[src/common/dpio_cfg.svh]
`ifndef DPIO_CFG_SVH
`define DPIO_CFG_SVH

// ----------------------------------------------------------------------
// Register byte offsets (haddr[7:0]).
// ----------------------------------------------------------------------
`define DPIO_OFS_LV_DATA   8'h00
`define DPIO_OFS_HV_DATA   8'h04
`define DPIO_OFS_LV_DIR    8'h08
`define DPIO_OFS_HV_DIR    8'h0C
`define DPIO_OFS_CFG2      8'h10
`define DPIO_OFS_STATUS    8'h14
`define DPIO_OFS_IRQ_STAT  8'h18
`define DPIO_OFS_IRQ_EN    8'h1C
`define DPIO_OFS_IRQ_CLR   8'h20

// ----------------------------------------------------------------------
// Field positions.
// ----------------------------------------------------------------------
`define DPIO_CFG_LEVEL_BIT 0
`define DPIO_CFG_W4_BIT    1
`define DPIO_CFG_SR_BIT    2
`define DPIO_STAT_PCWF_BIT 7
`define DPIO_STAT_ARM_BIT  0
`define DPIO_IRQ_W4_BIT    0
`define DPIO_IRQ_SR_BIT    1

// ----------------------------------------------------------------------
// Reset values.
// ----------------------------------------------------------------------
`define DPIO_RST_DRV_LV    4'h0
`define DPIO_RST_DRV_HV    8'h00
`define DPIO_RST_CFG       3'h0
`define DPIO_RST_PCWF      1'b1

// ----------------------------------------------------------------------
// Timing: slow-rise pin must stay high this long before it counts.
// ----------------------------------------------------------------------
`define DPIO_CLK_PERIOD_NS 50
`define DPIO_SR_FILT_NS    1000
`define DPIO_SR_FILT_CYC   ((`DPIO_SR_FILT_NS + `DPIO_CLK_PERIOD_NS - 1) / `DPIO_CLK_PERIOD_NS)
`define DPIO_SR_CNT_W      5

`endif

[src/common/dpio_pkg.sv]
package dpio_pkg;

  // ----------------------------------------------------------------------
  // Sleep and wake sequencing, one-hot.
  // ----------------------------------------------------------------------
  typedef enum logic [2:0] {
    ST_RUN   = 3'b001,
    ST_ARMED = 3'b010,
    ST_WAKE  = 3'b100
  } dpio_state_t;

  // Whole state of the top module.
  typedef struct packed {
    dpio_state_t st;
    logic        rdy;
    logic        wr_pend;
    logic [7:0]  wr_addr;
    logic [31:0] rdata;
    logic [3:0]  lv_lat;
    logic [7:0]  hv_lat;
    logic [3:0]  lv_drv;
    logic [7:0]  hv_drv;
    logic [2:0]  cfg;
    logic        pcwf;
    logic [3:0]  ref_lvl;
    logic [4:0]  sr_cnt;
    logic        wake_rst;
    logic [1:0]  irq_st;
    logic [1:0]  irq_en;
    logic        irq;
  } dpio_top_st_t;

  // Whole state of the input synchroniser.
  typedef struct packed {
    logic [11:0] meta;
    logic [11:0] stab;
  } dpio_sync_st_t;

endpackage

[src/common/dpio_sync_if.sv]
`timescale 1ns/10ps

// Raw pin levels in, two-stage synchronised levels out.
interface dpio_sync_if;
  logic [11:0] raw;
  logic [11:0] sync;

  modport syncer (input raw, output sync);
  modport user (output raw, input sync);
endinterface

[src/verilog/dpio_sync.sv]
`timescale 1ns/10ps

module dpio_sync
  import dpio_pkg::*;
(
  input  wire logic   ref_clk_in,  // Core clock.
  input  wire logic   rst_n_in,    // Synchronous reset, active low.
  dpio_sync_if.syncer pins         // Raw and synchronised pin levels.
);

  dpio_sync_st_t q;
  dpio_sync_st_t d;

  // The first stage feeds only the second, so metastability never
  // reaches the decode logic.
  always_comb begin
    d      = q;
    d.meta = pins.raw;
    d.stab = q.meta;
  end

  // Register the state.
  always_ff @(posedge ref_clk_in) begin
    if (!rst_n_in) begin
      q <= '0;
    end else begin
      q <= d;
    end
  end

  assign pins.sync = q.stab;

endmodule

[src/verilog/dpio_top.sv]
// Our own choices: the AHB-Lite slave port and the register addresses.
`timescale 1ns/10ps
`include "dpio_cfg.svh"

// Functional notes
// - Port data reads return synchronised pin levels, never the output latches.
// - Reset sets every direction bit, making all pins high-impedance inputs.
// - Low-voltage port has four pins; upper bits read as zero.
// - Configuration level-select bit picks the regulated pad supply level.
// - High-voltage port has eight bidirectional pins.
// - Five high-voltage pins can wake: bits zero to three and seven.
// - Entering sleep captures high-port bits zero to three as reference.
// - During sleep a monitored pin differing from reference triggers reset.
// - A pin-change reset clears the pin-change wake flag.
// - Configuration bits enable four-pin wake and slow-rise wake separately.
// - Top high-voltage pin wakes on a filtered, slowly rising high.
// - Only pins set as inputs may cause a wake reset.
// - Direction one tristates the driver; zero drives the latch value.
// - Output latches hold until software writes the port again.
// - A pin-change wake is a full reset, not a resume.
module dpio_top
  import dpio_pkg::*;
(
  input  wire logic        ref_clk_in,            // Core clock, 20 MHz.
  input  wire logic        rst_n_in,              // Synchronous reset, active low.
  input  wire logic        hsel_in,               // AHB slave select.
  input  wire logic [31:0] haddr_in,              // AHB address.
  input  wire logic [1:0]  htrans_in,             // AHB transfer type.
  input  wire logic        hwrite_in,             // AHB write flag.
  input  wire logic [2:0]  hsize_in,              // AHB size, words only.
  input  wire logic [31:0] hwdata_in,             // AHB write data.
  input  wire logic        hready_in,             // AHB bus ready.
  output logic      [31:0] hrdata_out,            // AHB read data.
  output logic             hreadyout_out,         // AHB slave ready.
  output logic             hresp_out,             // AHB response, OKAY.
  input  wire logic        sleep_in,              // Core is in sleep.
  input  wire logic [3:0]  low_voltage_pins_in,   // Low port pin levels.
  output logic      [3:0]  low_voltage_pins_out,  // Low port drive values.
  output logic      [3:0]  low_voltage_pins_oe_out, // Low port drive enables.
  input  wire logic [7:0]  high_voltage_port_in,  // High port pin levels.
  output logic      [7:0]  high_voltage_port_out, // High port drive values.
  output logic      [7:0]  high_voltage_port_oe_out, // High port drive enables.
  output logic             pad_level_select_out,  // Regulated pad supply level.
  output logic             wake_reset_out,        // One-cycle device reset request.
  output logic             irq_out                // Level interrupt.
);

  // ----------------------------------------------------------------------
  // Pin synchronisers.
  // ----------------------------------------------------------------------

  dpio_sync_if sync_bus ();

  // Pins are asynchronous to the core clock.
  assign sync_bus.raw = {high_voltage_port_in, low_voltage_pins_in};

  dpio_sync u_sync (
    .ref_clk_in (ref_clk_in),
    .rst_n_in   (rst_n_in),
    .pins       (sync_bus.syncer)
  );

  logic [3:0] lv_sync;
  logic [7:0] hv_sync;

  assign lv_sync = sync_bus.sync[3:0];
  assign hv_sync = sync_bus.sync[11:4];

  // ----------------------------------------------------------------------
  // State registers.
  // ----------------------------------------------------------------------

  dpio_top_st_t q;
  dpio_top_st_t d;

  localparam logic [4:0] SR_CYC = 5'(`DPIO_SR_FILT_CYC);

  // Next-state logic: bus, ports, sleep and wake, interrupts.
  always_comb begin
    logic        addr_ph;
    logic [31:0] rd_val;
    logic        chg_wake;
    logic        sr_wake;
    logic [1:0]  irq_clr;
    logic [1:0]  irq_ev;
    addr_ph  = 1'b0;
    rd_val   = 32'h0000_0000;
    chg_wake = 1'b0;
    sr_wake  = 1'b0;
    irq_clr  = 2'h0;
    irq_ev   = 2'h0;

    d          = q;
    d.rdy      = 1'b1;
    d.wake_rst = 1'b0;

    // Address phase is taken only when the bus is ready.
    addr_ph   = hsel_in & hready_in & htrans_in[1];
    d.wr_pend = addr_ph & hwrite_in;
    if (addr_ph) begin
      d.wr_addr = haddr_in[7:0];
    end

    // Read mux; unmapped and write-only offsets read as zero.
    case (haddr_in[7:0])
      `DPIO_OFS_LV_DATA: begin
        rd_val = {28'h0000000, lv_sync};
      end
      `DPIO_OFS_HV_DATA: begin
        rd_val = {24'h000000, hv_sync};
      end
      `DPIO_OFS_LV_DIR: begin
        rd_val = {28'h0000000, ~q.lv_drv};
      end
      `DPIO_OFS_HV_DIR: begin
        rd_val = {24'h000000, ~q.hv_drv};
      end
      `DPIO_OFS_CFG2: begin
        rd_val = {29'h00000000, q.cfg};
      end
      `DPIO_OFS_STATUS: begin
        rd_val[`DPIO_STAT_PCWF_BIT] = q.pcwf;
        rd_val[`DPIO_STAT_ARM_BIT]  = q.st[1];
      end
      `DPIO_OFS_IRQ_STAT: begin
        rd_val = {30'h00000000, q.irq_st};
      end
      `DPIO_OFS_IRQ_EN: begin
        rd_val = {30'h00000000, q.irq_en};
      end
      default: begin
        rd_val = 32'h0000_0000;
      end
    endcase
    if (addr_ph & ~hwrite_in) begin
      d.rdata = rd_val;
    end

    // Data phase of a write lands one cycle after its address phase.
    if (q.wr_pend) begin
      case (q.wr_addr)
        `DPIO_OFS_LV_DATA: begin
          d.lv_lat = hwdata_in[3:0];
        end
        `DPIO_OFS_HV_DATA: begin
          d.hv_lat = hwdata_in[7:0];
        end
        `DPIO_OFS_LV_DIR: begin
          d.lv_drv = ~hwdata_in[3:0];
        end
        `DPIO_OFS_HV_DIR: begin
          d.hv_drv = ~hwdata_in[7:0];
        end
        `DPIO_OFS_CFG2: begin
          d.cfg = hwdata_in[2:0];
        end
        `DPIO_OFS_IRQ_EN: begin
          d.irq_en = hwdata_in[1:0];
        end
        `DPIO_OFS_IRQ_CLR: begin
          irq_clr = hwdata_in[1:0];
        end
        default: begin
          d.cfg = q.cfg;
        end
      endcase
    end

    chg_wake = q.cfg[`DPIO_CFG_W4_BIT] &
               (|((hv_sync[3:0] ^ q.ref_lvl) & ~q.hv_drv[3:0]));

    sr_wake = q.cfg[`DPIO_CFG_SR_BIT] & ~q.hv_drv[7] & (q.sr_cnt == SR_CYC);

    // Sleep sequencing.
    case (q.st)
      ST_RUN: begin
        d.sr_cnt = 5'h00;
        if (sleep_in) begin
          d.ref_lvl = hv_sync[3:0];
          d.st      = ST_ARMED;
        end
      end
      ST_ARMED: begin
        // The filter restarts on any low, so a slow ramp with bounce
        // must settle high for the whole window before it counts.
        if (!hv_sync[7]) begin
          d.sr_cnt = 5'h00;
        end else if (q.sr_cnt != SR_CYC) begin
          d.sr_cnt = q.sr_cnt + 5'h01;
        end
        if (!sleep_in) begin
          d.st = ST_RUN;
        end else if (chg_wake | sr_wake) begin
          d.st       = ST_WAKE;
          d.wake_rst = 1'b1;
          d.pcwf     = 1'b0;
          d.lv_drv   = `DPIO_RST_DRV_LV;
          d.hv_drv   = `DPIO_RST_DRV_HV;
          irq_ev[`DPIO_IRQ_W4_BIT] = chg_wake;
          irq_ev[`DPIO_IRQ_SR_BIT] = sr_wake;
        end
      end
      ST_WAKE: begin
        d.st     = ST_RUN;
        d.sr_cnt = 5'h00;
      end
      default: begin
        d.st = ST_RUN;
      end
    endcase

    // A new event wins over a clear in the same cycle.
    d.irq_st = (q.irq_st & ~irq_clr) | irq_ev;
    d.irq    = |(d.irq_st & d.irq_en);
  end

  // ----------------------------------------------------------------------
  // Register the state.
  // ----------------------------------------------------------------------

  // The latches survive the wake path but not the external reset.
  always_ff @(posedge ref_clk_in) begin
    if (!rst_n_in) begin
      q.st       <= ST_RUN;
      q.rdy      <= 1'b1;
      q.wr_pend  <= 1'b0;
      q.wr_addr  <= 8'h00;
      q.rdata    <= 32'h0000_0000;
      q.lv_lat   <= 4'h0;
      q.hv_lat   <= 8'h00;
      q.lv_drv   <= `DPIO_RST_DRV_LV;
      q.hv_drv   <= `DPIO_RST_DRV_HV;
      q.cfg      <= `DPIO_RST_CFG;
      q.pcwf     <= `DPIO_RST_PCWF;
      q.ref_lvl  <= 4'h0;
      q.sr_cnt   <= 5'h00;
      q.wake_rst <= 1'b0;
      q.irq_st   <= 2'h0;
      q.irq_en   <= 2'h0;
      q.irq      <= 1'b0;
    end else begin
      q <= d;
    end
  end

  // ----------------------------------------------------------------------
  // Outputs, all from flip-flops except the tied-off hresp_out.
  // ----------------------------------------------------------------------

  assign hrdata_out               = q.rdata;
  assign hreadyout_out            = q.rdy;
  // Every transfer completes without error.
  assign hresp_out                = 1'b0;

  assign low_voltage_pins_out     = q.lv_lat;
  assign low_voltage_pins_oe_out  = q.lv_drv;

  assign high_voltage_port_out    = q.hv_lat;
  assign high_voltage_port_oe_out = q.hv_drv;

  assign pad_level_select_out     = q.cfg[`DPIO_CFG_LEVEL_BIT];

  assign wake_reset_out           = q.wake_rst;
  assign irq_out                  = q.irq;

endmodule

[config.mk]
export PLATFORM = sky130hd
export DESIGN_NAME = dpio_top
export DESIGN_NICKNAME = d
export VERILOG_FILES = /design/src/common/dpio_pkg.sv /design/src/common/dpio_sync_if.sv /design/src/verilog/dpio_sync.sv /design/src/verilog/dpio_top.sv
export VERILOG_INCLUDE_DIRS = /design/src /design/src/common
export SDC_FILE = /design/constraint.sdc
export NUM_CORES = 1
export LEC_CHECK = 0
export BUFFER_PORTS_ARGS = -buffer_cell sky130_fd_sc_hd__buf_2
export CAP_MARGIN = 10
export CORE_UTILIZATION = 45
export DETAILED_ROUTE_END_ITERATION = 6
export GPL_ROUTABILITY_DRIVEN = 0
export PLACE_DENSITY = 0.83
export SLEW_MARGIN = 10
export SYNTH_ARGS = -nofsm -noshare
export SYNTH_HDL_FRONTEND = slang
export SYNTH_SLANG_ARGS = --single-unit
[constraint.sdc]
create_clock -name ref_clk_in -period 1.48 [get_ports ref_clk_in]
set_input_delay 0.074 -clock ref_clk_in [delete_from_list [all_inputs] [get_ports ref_clk_in]]
set_output_delay 0.074 -clock ref_clk_in [all_outputs]
set_load 0.01 [all_outputs]
==> results of run 1 <==
metal layers:
metal | vias up | track usage (%)
met5 | - | 0
met2 | 105 | 33.69
li1 | 1535 | -
met4 | 0 | 5.626
met1 | 1538 | 25.39
met3 | 10 | 4.820
Yosys cell counts, types with 2 or more instances:
cell,number,area [um^2]
dfxtp_1,87,1742
o22ai_1,2,12.51
and2_1,36,225.2
mux2i_1,36,360.4
inv_1,16,60.06
nand2b_1,4,25.02
o2111ai_1,2,17.52
a21boi_0,9,67.56
clkbuf_1,14,52.55
a2111oi_0,2,17.52
nand4_1,3,18.77
buf_4,58,435.4
ha_1,2,25.02
o21ai_0,12,60.06
xor2_1,4,35.03
a22oi_1,3,22.52
nor3_1,3,15.01
buf_2,6,30.03
mux4_2,4,90.09
nand2_1,33,123.9
nor2b_1,27,168.9
conb_1,2,7.510
nor2_1,30,112.6
xnor2_1,5,43.79
and3_1,3,18.77
nand3b_1,2,15.01
nand3_1,5,25.02
o2bb2ai_1,2,17.52
nand4b_1,2,17.52
final cells by class:
type                    instances  area, um^2
clock buffers                  11       151.4
clock inverters                 5       31.28
fillers                       699        3649
inverters                      16       60.06
multi-input cells             278        2022
flip-flops and latches         87        1749
well taps                     108       135.1
repair buffers                134       923.4
cells by family after synthesis:
| logic type | Yosys count | share of synthesized area [%] |
|---|---|---|
| flops | 87 | 42.83 |
| xor+xnor | 9 | 1.938 |
| fa+ha+maj | 2 | 0.6153 |
| simple gates | 158 | 21.20 |
| other cells | 2 | 0.1847 |
| mux | 41 | 11.35 |
| buf+inv | 95 | 14.49 |
| compound gates | 42 | 7.385 |
worst min path at each step:
stage	from	to	slack, ns	cells past startpoint
3_5_place_dp	high_voltage_port_in[6]	u_sync.d[10]$_SDFF_PN0_	0.28	2
6_report	haddr_in[5]	q[80]$_SDFFE_PN0P_	0.007	3
5_1_grt	haddr_in[5]	q[80]$_SDFFE_PN0P_	0.01	3
3_3_place_gp	low_voltage_pins_in[2]	u_sync.d[2]$_SDFF_PN0_	0.28	2
4_1_cts	haddr_in[7]	q[82]$_SDFFE_PN0P_	0.01	3
2_1_floorplan	sleep_in	q[85]$_SDFFE_PN1P_	0.16	1
registers in the layout (all words and copies together), names as in the netlist:
signal and cells:
high_voltage_port_oe_out 8, high_voltage_port_out 8, hrdata_out 8, irq_out 1, low_voltage_pins_oe_out 4, low_voltage_pins_out 4, pad_level_select_out 1, q 28
u_sync.d 12, u_sync.pins.sync 12, wake_reset_out 1
stage by stage:
stage | hold slack (ns) | setup WS, ns | total power, mW | TNS, ns | cell area [um^2]
3_3_place_gp | 0.2785 | -0.1068 | 2.801 | -1.509 | 4415
4_1_cts | 0.01413 | -0.1178 | 4.369 | -2.456 | 4979
5_1_grt | 0.01288 | -0.2545 | 4.545 | -6.902 | 5072
2_1_floorplan | 0.1614 | -0.1086 | 2.729 | -1.233 | 4178
3_5_place_dp | 0.2821 | -0.1410 | 2.815 | -2.434 | 4415
6_report | 0.007126 | -0.1528 | 4.380 | -3.404 | 5072
power by group:
part           switching [mW]  leakage [nW]  internal [mW]
Clock                   0.859        0.0955          0.699
Combinational           0.207          1.49          0.198
Sequential             0.0318         0.710           2.39
Total                    1.10          2.30           3.28
timing repair:
item,CTS,global route
hold buffers,19,0
pin swaps,20,13
setup buffers,5,3
resized for setup,34,28
setup endpoints to repair,35,43
gates cloned,2,0
hold endpoints to repair,19,0
worst register-to-register path, stage by stage (launching register included):
cell and delay [ns]:
dfxtp_2 0.34, nor4_4 0.29, buf_4 0.18, nand4_1 0.16, buf_6 0.20, and2_4 0.17
o21ai_4 0.16, nor2_4 0.03
==> flow_metrics.env, run 1 <==
export IMPL_power_leakage_nw=2.299
export IMPL_std_cell_rows=34
export IMPL_path_cells="nor4_4 > buf_4 > nand4_1 > buf_6 > and2_4 > o21ai_4 > nor2_4"
export IMPL_cp_required_ns=1.74
export IMPL_max_freq_mhz=612.4
export IMPL_crit_slowest_cell="dfxtp_2"
export IMPL_drv_slew=0
export IMPL_fin_nets=615
export IMPL_final_common_cell="dfxtp_1"
export IMPL_layoutNonFillerInstCount=639
export IMPL_yosysSeqAreaShare_pct=42.83
export IMPL_dp_cells=595
export IMPL_wl_met2_um=4760
export IMPL_worstSetupPathType="reg -> reg"
export IMPL_grt_ovfl_total=0
export IMPL_cts_sink_count=87
export IMPL_cts_tree="built"
export IMPL_path_max_fanout=6
export IMPL_cp_num_cells=7
export IMPL_syn_cell_area_um2=4066
export IMPL_ios=148
export IMPL_routed_via_density=4.989
export IMPL_grt_max_degree=34
export IMPL_synth_seq_cells=87
export IMPL_grt_pass1_wl_um=15010
export IMPL_synth_edf_count=0
export IMPL_grtUsageTotal_pct=19.97
export IMPL_die_area_um2=9421
export IMPL_setup_viol=38
export IMPL_synth_area_per_cell_um2=9.327
export IMPL_yosys_warnings=0
export IMPL_antenna_found_initial=0
export IMPL_finalWorstSetupSlack_ns=-0.1528
export IMPL_reg2reg_from="q[82]$_SDFFE_PN0P_"
export IMPL_antenna_cells=0
export IMPL_top_layer="met4"
export IMPL_finish_utilization_pct=58.16
export IMPL_hold_class="in -> reg"
export IMPL_path_buf_inv=2
export IMPL_hold_viol_final=0
export IMPL_die_w_um=97.06
export IMPL_synth_cells=436
export IMPL_drv_cap=0
export IMPL_status="complete, but fails checks"
export IMPL_r2r_end="high_voltage_port_oe_out[7]$_SDFF_PN0_"
export IMPL_grt_pass1_vias=3140
export IMPL_path_clk_slew_ns=0.08
export IMPL_insertion_delay_ns=0.37
export IMPL_async_reset_ff_share_pct=0
export IMPL_rrSetupSlack_ns=-0.15
export IMPL_rsz0062_at_grt="true"
export IMPL_powerDensity_nw_per_um2=863.5
export IMPL_synthFlopType="dfxtp_1"
export IMPL_mostFrequentLayoutCells="dfxtp_1 (81), buf_2 (69), buf_4 (37)"
export IMPL_finalCritPeriodShare_pct=110.3
export IMPL_synthDistinctLibCells=51
export IMPL_cts_root_buf="clkbuf_8"
export IMPL_cts_buffer_depth=2
export IMPL_routed_wl_um=9528
export IMPL_numCtsBuffers=9
export IMPL_worstSetupStartpoint="q[82]$_SDFFE_PN0P_"
export IMPL_worstPathArrival_ns=1.89
export IMPL_die_h_um=97.06
export IMPL_fin_crit_ns=1.633
export IMPL_start_util_pct=46.63
export IMPL_max_stage_delay_ns=0.34
export IMPL_htreeDepth=3
export IMPL_peakVddDrop_v=0.0006354
export IMPL_drive_above_1_share_pct=33.90
export IMPL_first_iter_violations=171
export IMPL_violations="setup timing"
export IMPL_drc_errors=0
export IMPL_critPathCaptureType="register"
export IMPL_dr_total_vias=3188
export IMPL_io_buffers=69
export IMPL_crit_path_end="high_voltage_port_oe_out[7]$_SDFF_PN0_"
export IMPL_wl_met3_um=563
export IMPL_worstRegToRegCells=7
export IMPL_place_hpwl_um=6368
export IMPL_detail_route_wl_per_cell_um=14.91
export IMPL_finClkSkew_ns=0.01182
export IMPL_ant_nets=0
export IMPL_cp_start_kind="register"
export IMPL_wl_met1_um=4107
export IMPL_path_delay_family="simple AND/OR/NAND/NOR gates"
export IMPL_core_area_um2=8721
export IMPL_dr_pass1_iters=4
export IMPL_areaGrowthSynthToFinish_pct=24.74
(Power assumes the default switching activity.)
==> run 2: changes to the inputs <==
CORE_MARGIN = 3   (was unset)
SKIP_LAST_GASP = 1   (was unset)
==> run 2 against run 1 <==
The flow still finishes with violations (setup timing). Sequential share of layout area grew 0.53 points. First-iteration DRC count fell by 9.9%. Final area down 1.5%. Sequential power hardly changed. Utilization is 1.1 points lower. Highest routed layer unchanged. Critical endpoint is now q[10]$_SDFFE_PN0P_. Worst setup slack worse by 0.092 ns. Routed wire length fell by 0.30%. Die area is 8.4% higher. Combinational power decreased by 1%. Fmax is 5.3% lower. Largest cell class unchanged.
==> flow_metrics.env, run 2 (synthesis results as in run 1) <==
export IMPL_violations="setup timing"
export IMPL_hold_slack_ns=0.01365
export IMPL_std_cell_rows=34
export IMPL_finClkSkew_ns=0.01077
export IMPL_cp_required_ns=1.71
export IMPL_cts_root_buf="clkbuf_8"
export IMPL_cp_start_kind="register"
export IMPL_ant_nets=0
export IMPL_final_common_cell="dfxtp_1"
export IMPL_finalCritPeriodShare_pct=116.5
export IMPL_holdPathStages=3
export IMPL_drv_slew=0
export IMPL_fin_nets=616
export IMPL_worstRegToRegCells=8
export IMPL_r2r_end="q[10]$_SDFFE_PN0P_"
export IMPL_path_max_fanout=3
export IMPL_antenna_cells=0
export IMPL_drc_errors=0
export IMPL_io_buffers=69
export IMPL_total_power_mw=4.576
export IMPL_worstSetupStartpoint="q[6]$_SDFFE_PN0P_"
export IMPL_worstPathArrival_ns=1.96
export IMPL_core_area_um2=8763
export IMPL_critPathCaptureType="register"
export IMPL_die_h_um=101.1
export IMPL_dr_pass1_iters=4
export IMPL_detail_route_wl_per_cell_um=14.87
export IMPL_largest_reg_flops=28
export IMPL_p_comb_share_pct=8.7
export IMPL_clkPwrFrac_pct=38.5
export IMPL_drive_above_1_share_pct=32.20
export IMPL_hold_viol_final=0
export IMPL_drv_cap=0
export IMPL_die_w_um=101.1
export IMPL_die_area_um2=10210
export IMPL_worstSetupPathType="reg -> reg"
export IMPL_max_stage_delay_ns=0.34
export IMPL_swShare_pct=23.05
export IMPL_max_freq_mhz=579.9
export IMPL_dr_total_vias=3174
export IMPL_finalWorstSetupSlack_ns=-0.2445
export IMPL_regMostFlops="q"
export IMPL_finish_instance_area_um2=4999
export IMPL_grtUsageTotal_pct=18.08
export IMPL_cts_buffer_depth=2
export IMPL_grt_max_degree=35
export IMPL_grt_ovfl_total=0
export IMPL_p_int_mw=3.521
export IMPL_crit_slowest_cell="dfxtp_2"
export IMPL_first_iter_violations=154
export IMPL_grt_pass1_wl_um=14430
export IMPL_rsz0062_at_grt="true"
export IMPL_switchingPower_mw=1.055
export IMPL_htreeDepth=3
export IMPL_place_hpwl_um=6522
export IMPL_finish_utilization_pct=57.04
export IMPL_status="complete, but fails checks"
export IMPL_insertion_delay_ns=0.35
export IMPL_grt_pass1_vias=3057
export IMPL_setup_viol=38
export IMPL_fin_crit_ns=1.725
export IMPL_cts_sink_count=87
export IMPL_rrSetupSlack_ns=-0.24
export IMPL_hold_class="in -> reg"
export IMPL_reg2reg_from="q[6]$_SDFFE_PN0P_"
export IMPL_cts_tree="built"
export IMPL_path_cells="inv_2 > ha_4 > and4b_2 > a311oi_2 > buf_4 > o2111ai_2 > xor2_1 > nor2_1"
export IMPL_peakVddDrop_v=0.0007444
export IMPL_routed_wl_um=9499
export IMPL_start_util_pct=46.40
export IMPL_routed_via_density=4.967
export IMPL_dpl_cell_area_um2=4428
export IMPL_mostFrequentLayoutCells="dfxtp_1 (80), buf_2 (69), buf_4 (44)"
export IMPL_crit_path_end="q[10]$_SDFFE_PN0P_"
export IMPL_numCtsBuffers=9
export IMPL_power_leakage_nw=2.308
export IMPL_antenna_found_initial=0
export IMPL_areaGrowthSynthToFinish_pct=22.92
export IMPL_powerDensity_nw_per_um2=915.4
export IMPL_ios=148
export IMPL_path_clk_slew_ns=0.09
export IMPL_pwr_share_seq_pct=52.8
==> run 2: cell count changes in the layout (fill, tap and decap cells not counted), moves of 3 or more <==
| cell | previous run | this run |
|---|---|---|
| dlygate4sd3_1 | 19 | 16 |
| buf_6 | 8 | 4 |
| nor2_1 | 20 | 29 |
| nor2_4 | 8 | 0 |
| buf_4 | 37 | 44 |
==> run 2: power groups by stage <==
stage	clock network [mW]	registers, mW	logic [mW]
final	1.76	2.42	0.398
after global routing	1.89	2.42	0.437
after CTS	1.79	2.42	0.383
after detailed placement	0	2.47	0.345
after global placement	0	2.47	0.336
after floorplan	0	2.46	0.268
==> run 2: worst min-delay path by stage <==
stage                                        from                                      to  slack [ns]
after floorplan                          sleep_in                      q[85]$_SDFFE_PN1P_        0.16
after global placement    high_voltage_port_in[0]                  u_sync.d[4]$_SDFF_PN0_        0.28
after detailed placement  high_voltage_port_in[6]                 u_sync.d[10]$_SDFF_PN0_        0.28
after CTS                            hwdata_in[7]   high_voltage_port_out[7]$_SDFFE_PN0P_        0.01
after global routing                 hwdata_in[4]  high_voltage_port_oe_out[4]$_SDFF_PN0_        0.02
final                                hwdata_in[7]   high_voltage_port_out[7]$_SDFFE_PN0P_        0.01
==> run 2: per-stage QoR <==
stage          TNS [ns]  worst slack, ns  cells
3_3_place_gp     -2.572          -0.1036    595
6_report         -5.721          -0.2445    639
4_1_cts          -3.896          -0.1625    634
3_5_place_dp     -4.274          -0.1675    595
5_1_grt          -8.282          -0.3452    639
2_1_floorplan    -1.233          -0.1086    460
==> run 2: timing repair <==
action,in CTS,in global routing
endpoints found under the hold margin,17,0
gates resized for setup,10,23
pin swaps,3,12
setup endpoints to repair,38,42
cloned,0,1
hold buffers,16,0
buffers inserted,8,4
==> run 2: layout make-up <==
class	instances	area [um^2]
repair buffers	135	920.9
inverters	16	60.06
clock inverters	6	86.33
clock buffers	9	123.9
flip-flops and latches	87	1750
fillers	743	3765
multi-input cells	278	1922
well taps	108	135.1
==> run 2: per-layer routing <==
layer	share of wire, %	wire, um	track usage (%)
met3	6.7	641	4.775
met5	0	0	0
met1	43	4043	22.24
met2	48	4557	29.63
met4	2.7	256	7.975
==> run 2: worst max-delay path: cells and delay by family (launching register included) <==
| family | cells | cell delay, ns |
|---|---|---|
| adders and majority gates | 1 | 0.14 |
| and+or+nand+nor | 2 | 0.31 |
| xor gates and xnor gates | 1 | 0.18 |
| buffers and inverters | 2 | 0.23 |
| AOI/OAI and AO/OA | 2 | 0.41 |
| DFF | 1 | 0.34 |
==> run 3: changes to the inputs <==
BUFFER_PORTS_ARGS = -buffer_cell sky130_fd_sc_hd__clkbuf_2   (was -buffer_cell sky130_fd_sc_hd__buf_2)
RECOVER_POWER = 100   (was unset)
==> run 3 against run 2 <==
The run still ends with setup timing left. Clock skew fell by 0.0018 ns. Via count is 0.85% lower. Final area is 1.1% lower. Clock-buffer cell count unchanged.
==> flow_metrics.env, run 3 (synthesis results as in run 1) <==
export IMPL_status="complete, but fails checks"
export IMPL_violations="setup timing"
export IMPL_hold_class="in -> reg"
export IMPL_path_delay_family="compound AO/OA/AOI/OAI gates"
export IMPL_path_clk_slew_ns=0.09
export IMPL_drc_errors=0
export IMPL_r2r_end="q[8]$_SDFFE_PN0P_"
export IMPL_critPathCaptureType="register"
export IMPL_die_area_um2=10210
export IMPL_seq_area_um2=1748
export IMPL_routed_wl_um=9334
export IMPL_power_leakage_nw=2.109
export IMPL_drv_slew=0
export IMPL_hold_viol_final=0
export IMPL_final_common_cell="dfxtp_1"
export IMPL_dpl_cell_area_um2=4420
export IMPL_cts_sink_count=87
export IMPL_grt_pass1_vias=3068
export IMPL_max_freq_mhz=588.8
export IMPL_finalCritPeriodShare_pct=114.8
export IMPL_core_area_um2=8763
export IMPL_finish_utilization_pct=56.40
export IMPL_crit_slowest_cell="dfxtp_2"
export IMPL_peakVddDrop_v=0.0005449
export IMPL_ios=148
export IMPL_areaGrowthSynthToFinish_pct=21.54
export IMPL_rsz0062_at_grt="true"
export IMPL_drv_cap=0
export IMPL_finish_instance_area_um2=4942
export IMPL_antenna_cells=0
export IMPL_fin_crit_ns=1.698
export IMPL_worstPathArrival_ns=1.94
export IMPL_routed_via_density=4.933
export IMPL_io_buffers=69
export IMPL_grt_pass1_wl_um=14380
export IMPL_drive_above_1_share_pct=23.58
export IMPL_top_layer="met4"
export IMPL_path_buf_inv=2
export IMPL_finClkSkew_ns=0.009001
export IMPL_worstHoldEndpoint="low_voltage_pins_out[3]$_SDFFE_PN0P_"
export IMPL_rrSetupSlack_ns=-0.22
export IMPL_dr_pass1_iters=4
export IMPL_path_cells="inv_2 > ha_4 > and4b_2 > a311oi_4 > buf_4 > o21ai_2 > xor2_1 > nor2_1"
export IMPL_setup_viol=36
export IMPL_powerDensity_nw_per_um2=902.6
export IMPL_worstSetupPathType="reg -> reg"
export IMPL_path_max_fanout=3
export IMPL_largest_reg_flops=28
export IMPL_first_iter_violations=123
export IMPL_grt_max_degree=44
export IMPL_start_util_pct=46.40
export IMPL_place_hpwl_um=6473
export IMPL_finalWorstSetupSlack_ns=-0.2184
export IMPL_wl_met1_um=3933
export IMPL_cts_tree="built"
export IMPL_detail_route_wl_per_cell_um=14.63
export IMPL_insertion_delay_ns=0.36
export IMPL_antenna_found_initial=0
export IMPL_cts_buffer_depth=2
export IMPL_die_w_um=101.1
export IMPL_pre_cts_ws_ns=-0.1535
export IMPL_htreeDepth=3
export IMPL_reg2reg_from="q[6]$_SDFFE_PN0P_"
export IMPL_ant_nets=0
export IMPL_grt_ovfl_total=0
export IMPL_hold_slack_ns=0.06018
export IMPL_nFillCells=744
export IMPL_die_h_um=101.1
export IMPL_total_power_mw=4.461
export IMPL_wl_met2_um=4514
export IMPL_cp_start_kind="register"
export IMPL_regMostFlops="q"
export IMPL_worstHoldStart="hwdata_in[3]"
export IMPL_dr_total_vias=3147
export IMPL_worstRegToRegCells=8
export IMPL_holdPathStages=3
export IMPL_wl_met3_um=659
export IMPL_fin_nets=614
export IMPL_mostFrequentLayoutCells="dfxtp_1 (82), clkbuf_1 (39), mux2i_1 (36)"
export IMPL_worstSetupStartpoint="q[6]$_SDFFE_PN0P_"
export IMPL_grtUsageTotal_pct=18.19
export IMPL_multi_input_area_um2=1936
export IMPL_cts_root_buf="clkbuf_8"
export IMPL_std_cell_rows=34
export IMPL_max_stage_delay_ns=0.34
export IMPL_cp_required_ns=1.72
export IMPL_numCtsBuffers=9
==> run 3: changes by cell type in the layout (fill, tap and decap cells not counted), sizes merged <==
| cell | change |
|---|---|
| dlygate4sd3 | +5 |
| clkinvlp | +1 |
| inv | +1 |
| bufinv | -1 |
| buf | -80 |
| clkbuf | +73 |
==> run 3: where the power goes <==
group / total (mW) / leakage [nW] / internal (mW) / switching, mW
clock: 1.64 / 0.0956 / 0.782 / 0.856
sequential: 2.42 / 0.710 / 2.39 / 0.0313
combinational: 0.406 / 1.30 / 0.203 / 0.204
total: 4.46 / 2.11 / 3.37 / 1.09
==> run 3: final cells by class <==
| cell class | count | area share, % |
|---|---|---|
| clock inverter | 7 | 1.468 |
| tap | 108 | 2.734 |
| timing repair buffer | 133 | 17.54 |
| multi-input combinational | 278 | 39.16 |
| sequential | 87 | 35.37 |
| inverter | 16 | 1.215 |
| clock buffer | 9 | 2.506 |
==> run 3: worst register-to-register path, stage by stage (launching register included) <==
cell	delay (ns)
dfxtp_2	0.34
inv_2	0.05
ha_4	0.15
and4b_2	0.26
a311oi_4	0.31
buf_4	0.20
o21ai_2	0.06
xor2_1	0.16
nor2_1	0.06
==> run 3: metrics by stage <==
stage / instances / setup TNS, ns
floorplan: 460 / -1.233
global placement: 594 / -2.282
detailed placement: 594 / -3.590
CTS: 636 / -3.996
global route: 638 / -8.088
finish: 638 / -4.665
==> run 3: worst max-delay path by stage <==
stage,cells past startpoint,to
2_1_floorplan,6,high_voltage_port_out[0]$_SDFFE_PN0P_
3_3_place_gp,6,high_voltage_port_out[0]$_SDFFE_PN0P_
3_5_place_dp,8,q[8]$_SDFFE_PN0P_
4_1_cts,8,q[8]$_SDFFE_PN0P_
5_1_grt,9,wake_reset_out$_SDFF_PN0_
6_report,8,q[8]$_SDFFE_PN0P_
==> run 3: per-layer routing <==
metal	up-vias	GRT usage, %
met5	-	0
met4	0	6.237
met3	23	6.021
met2	107	30.03
met1	1480	22.20
li1	1537	-
==> run 3: repair_timing <==
| action | in CTS | in global routing |
|---|---|---|
| gates cloned | 1 | 0 |
| pin swaps | 14 | 4 |
| setup buffers | 4 | 3 |
| resized for setup | 19 | 16 |
| hold buffers | 21 | 0 |
| hold endpoints to repair | 23 | 0 |
| endpoints found under the setup margin | 40 | 43 |
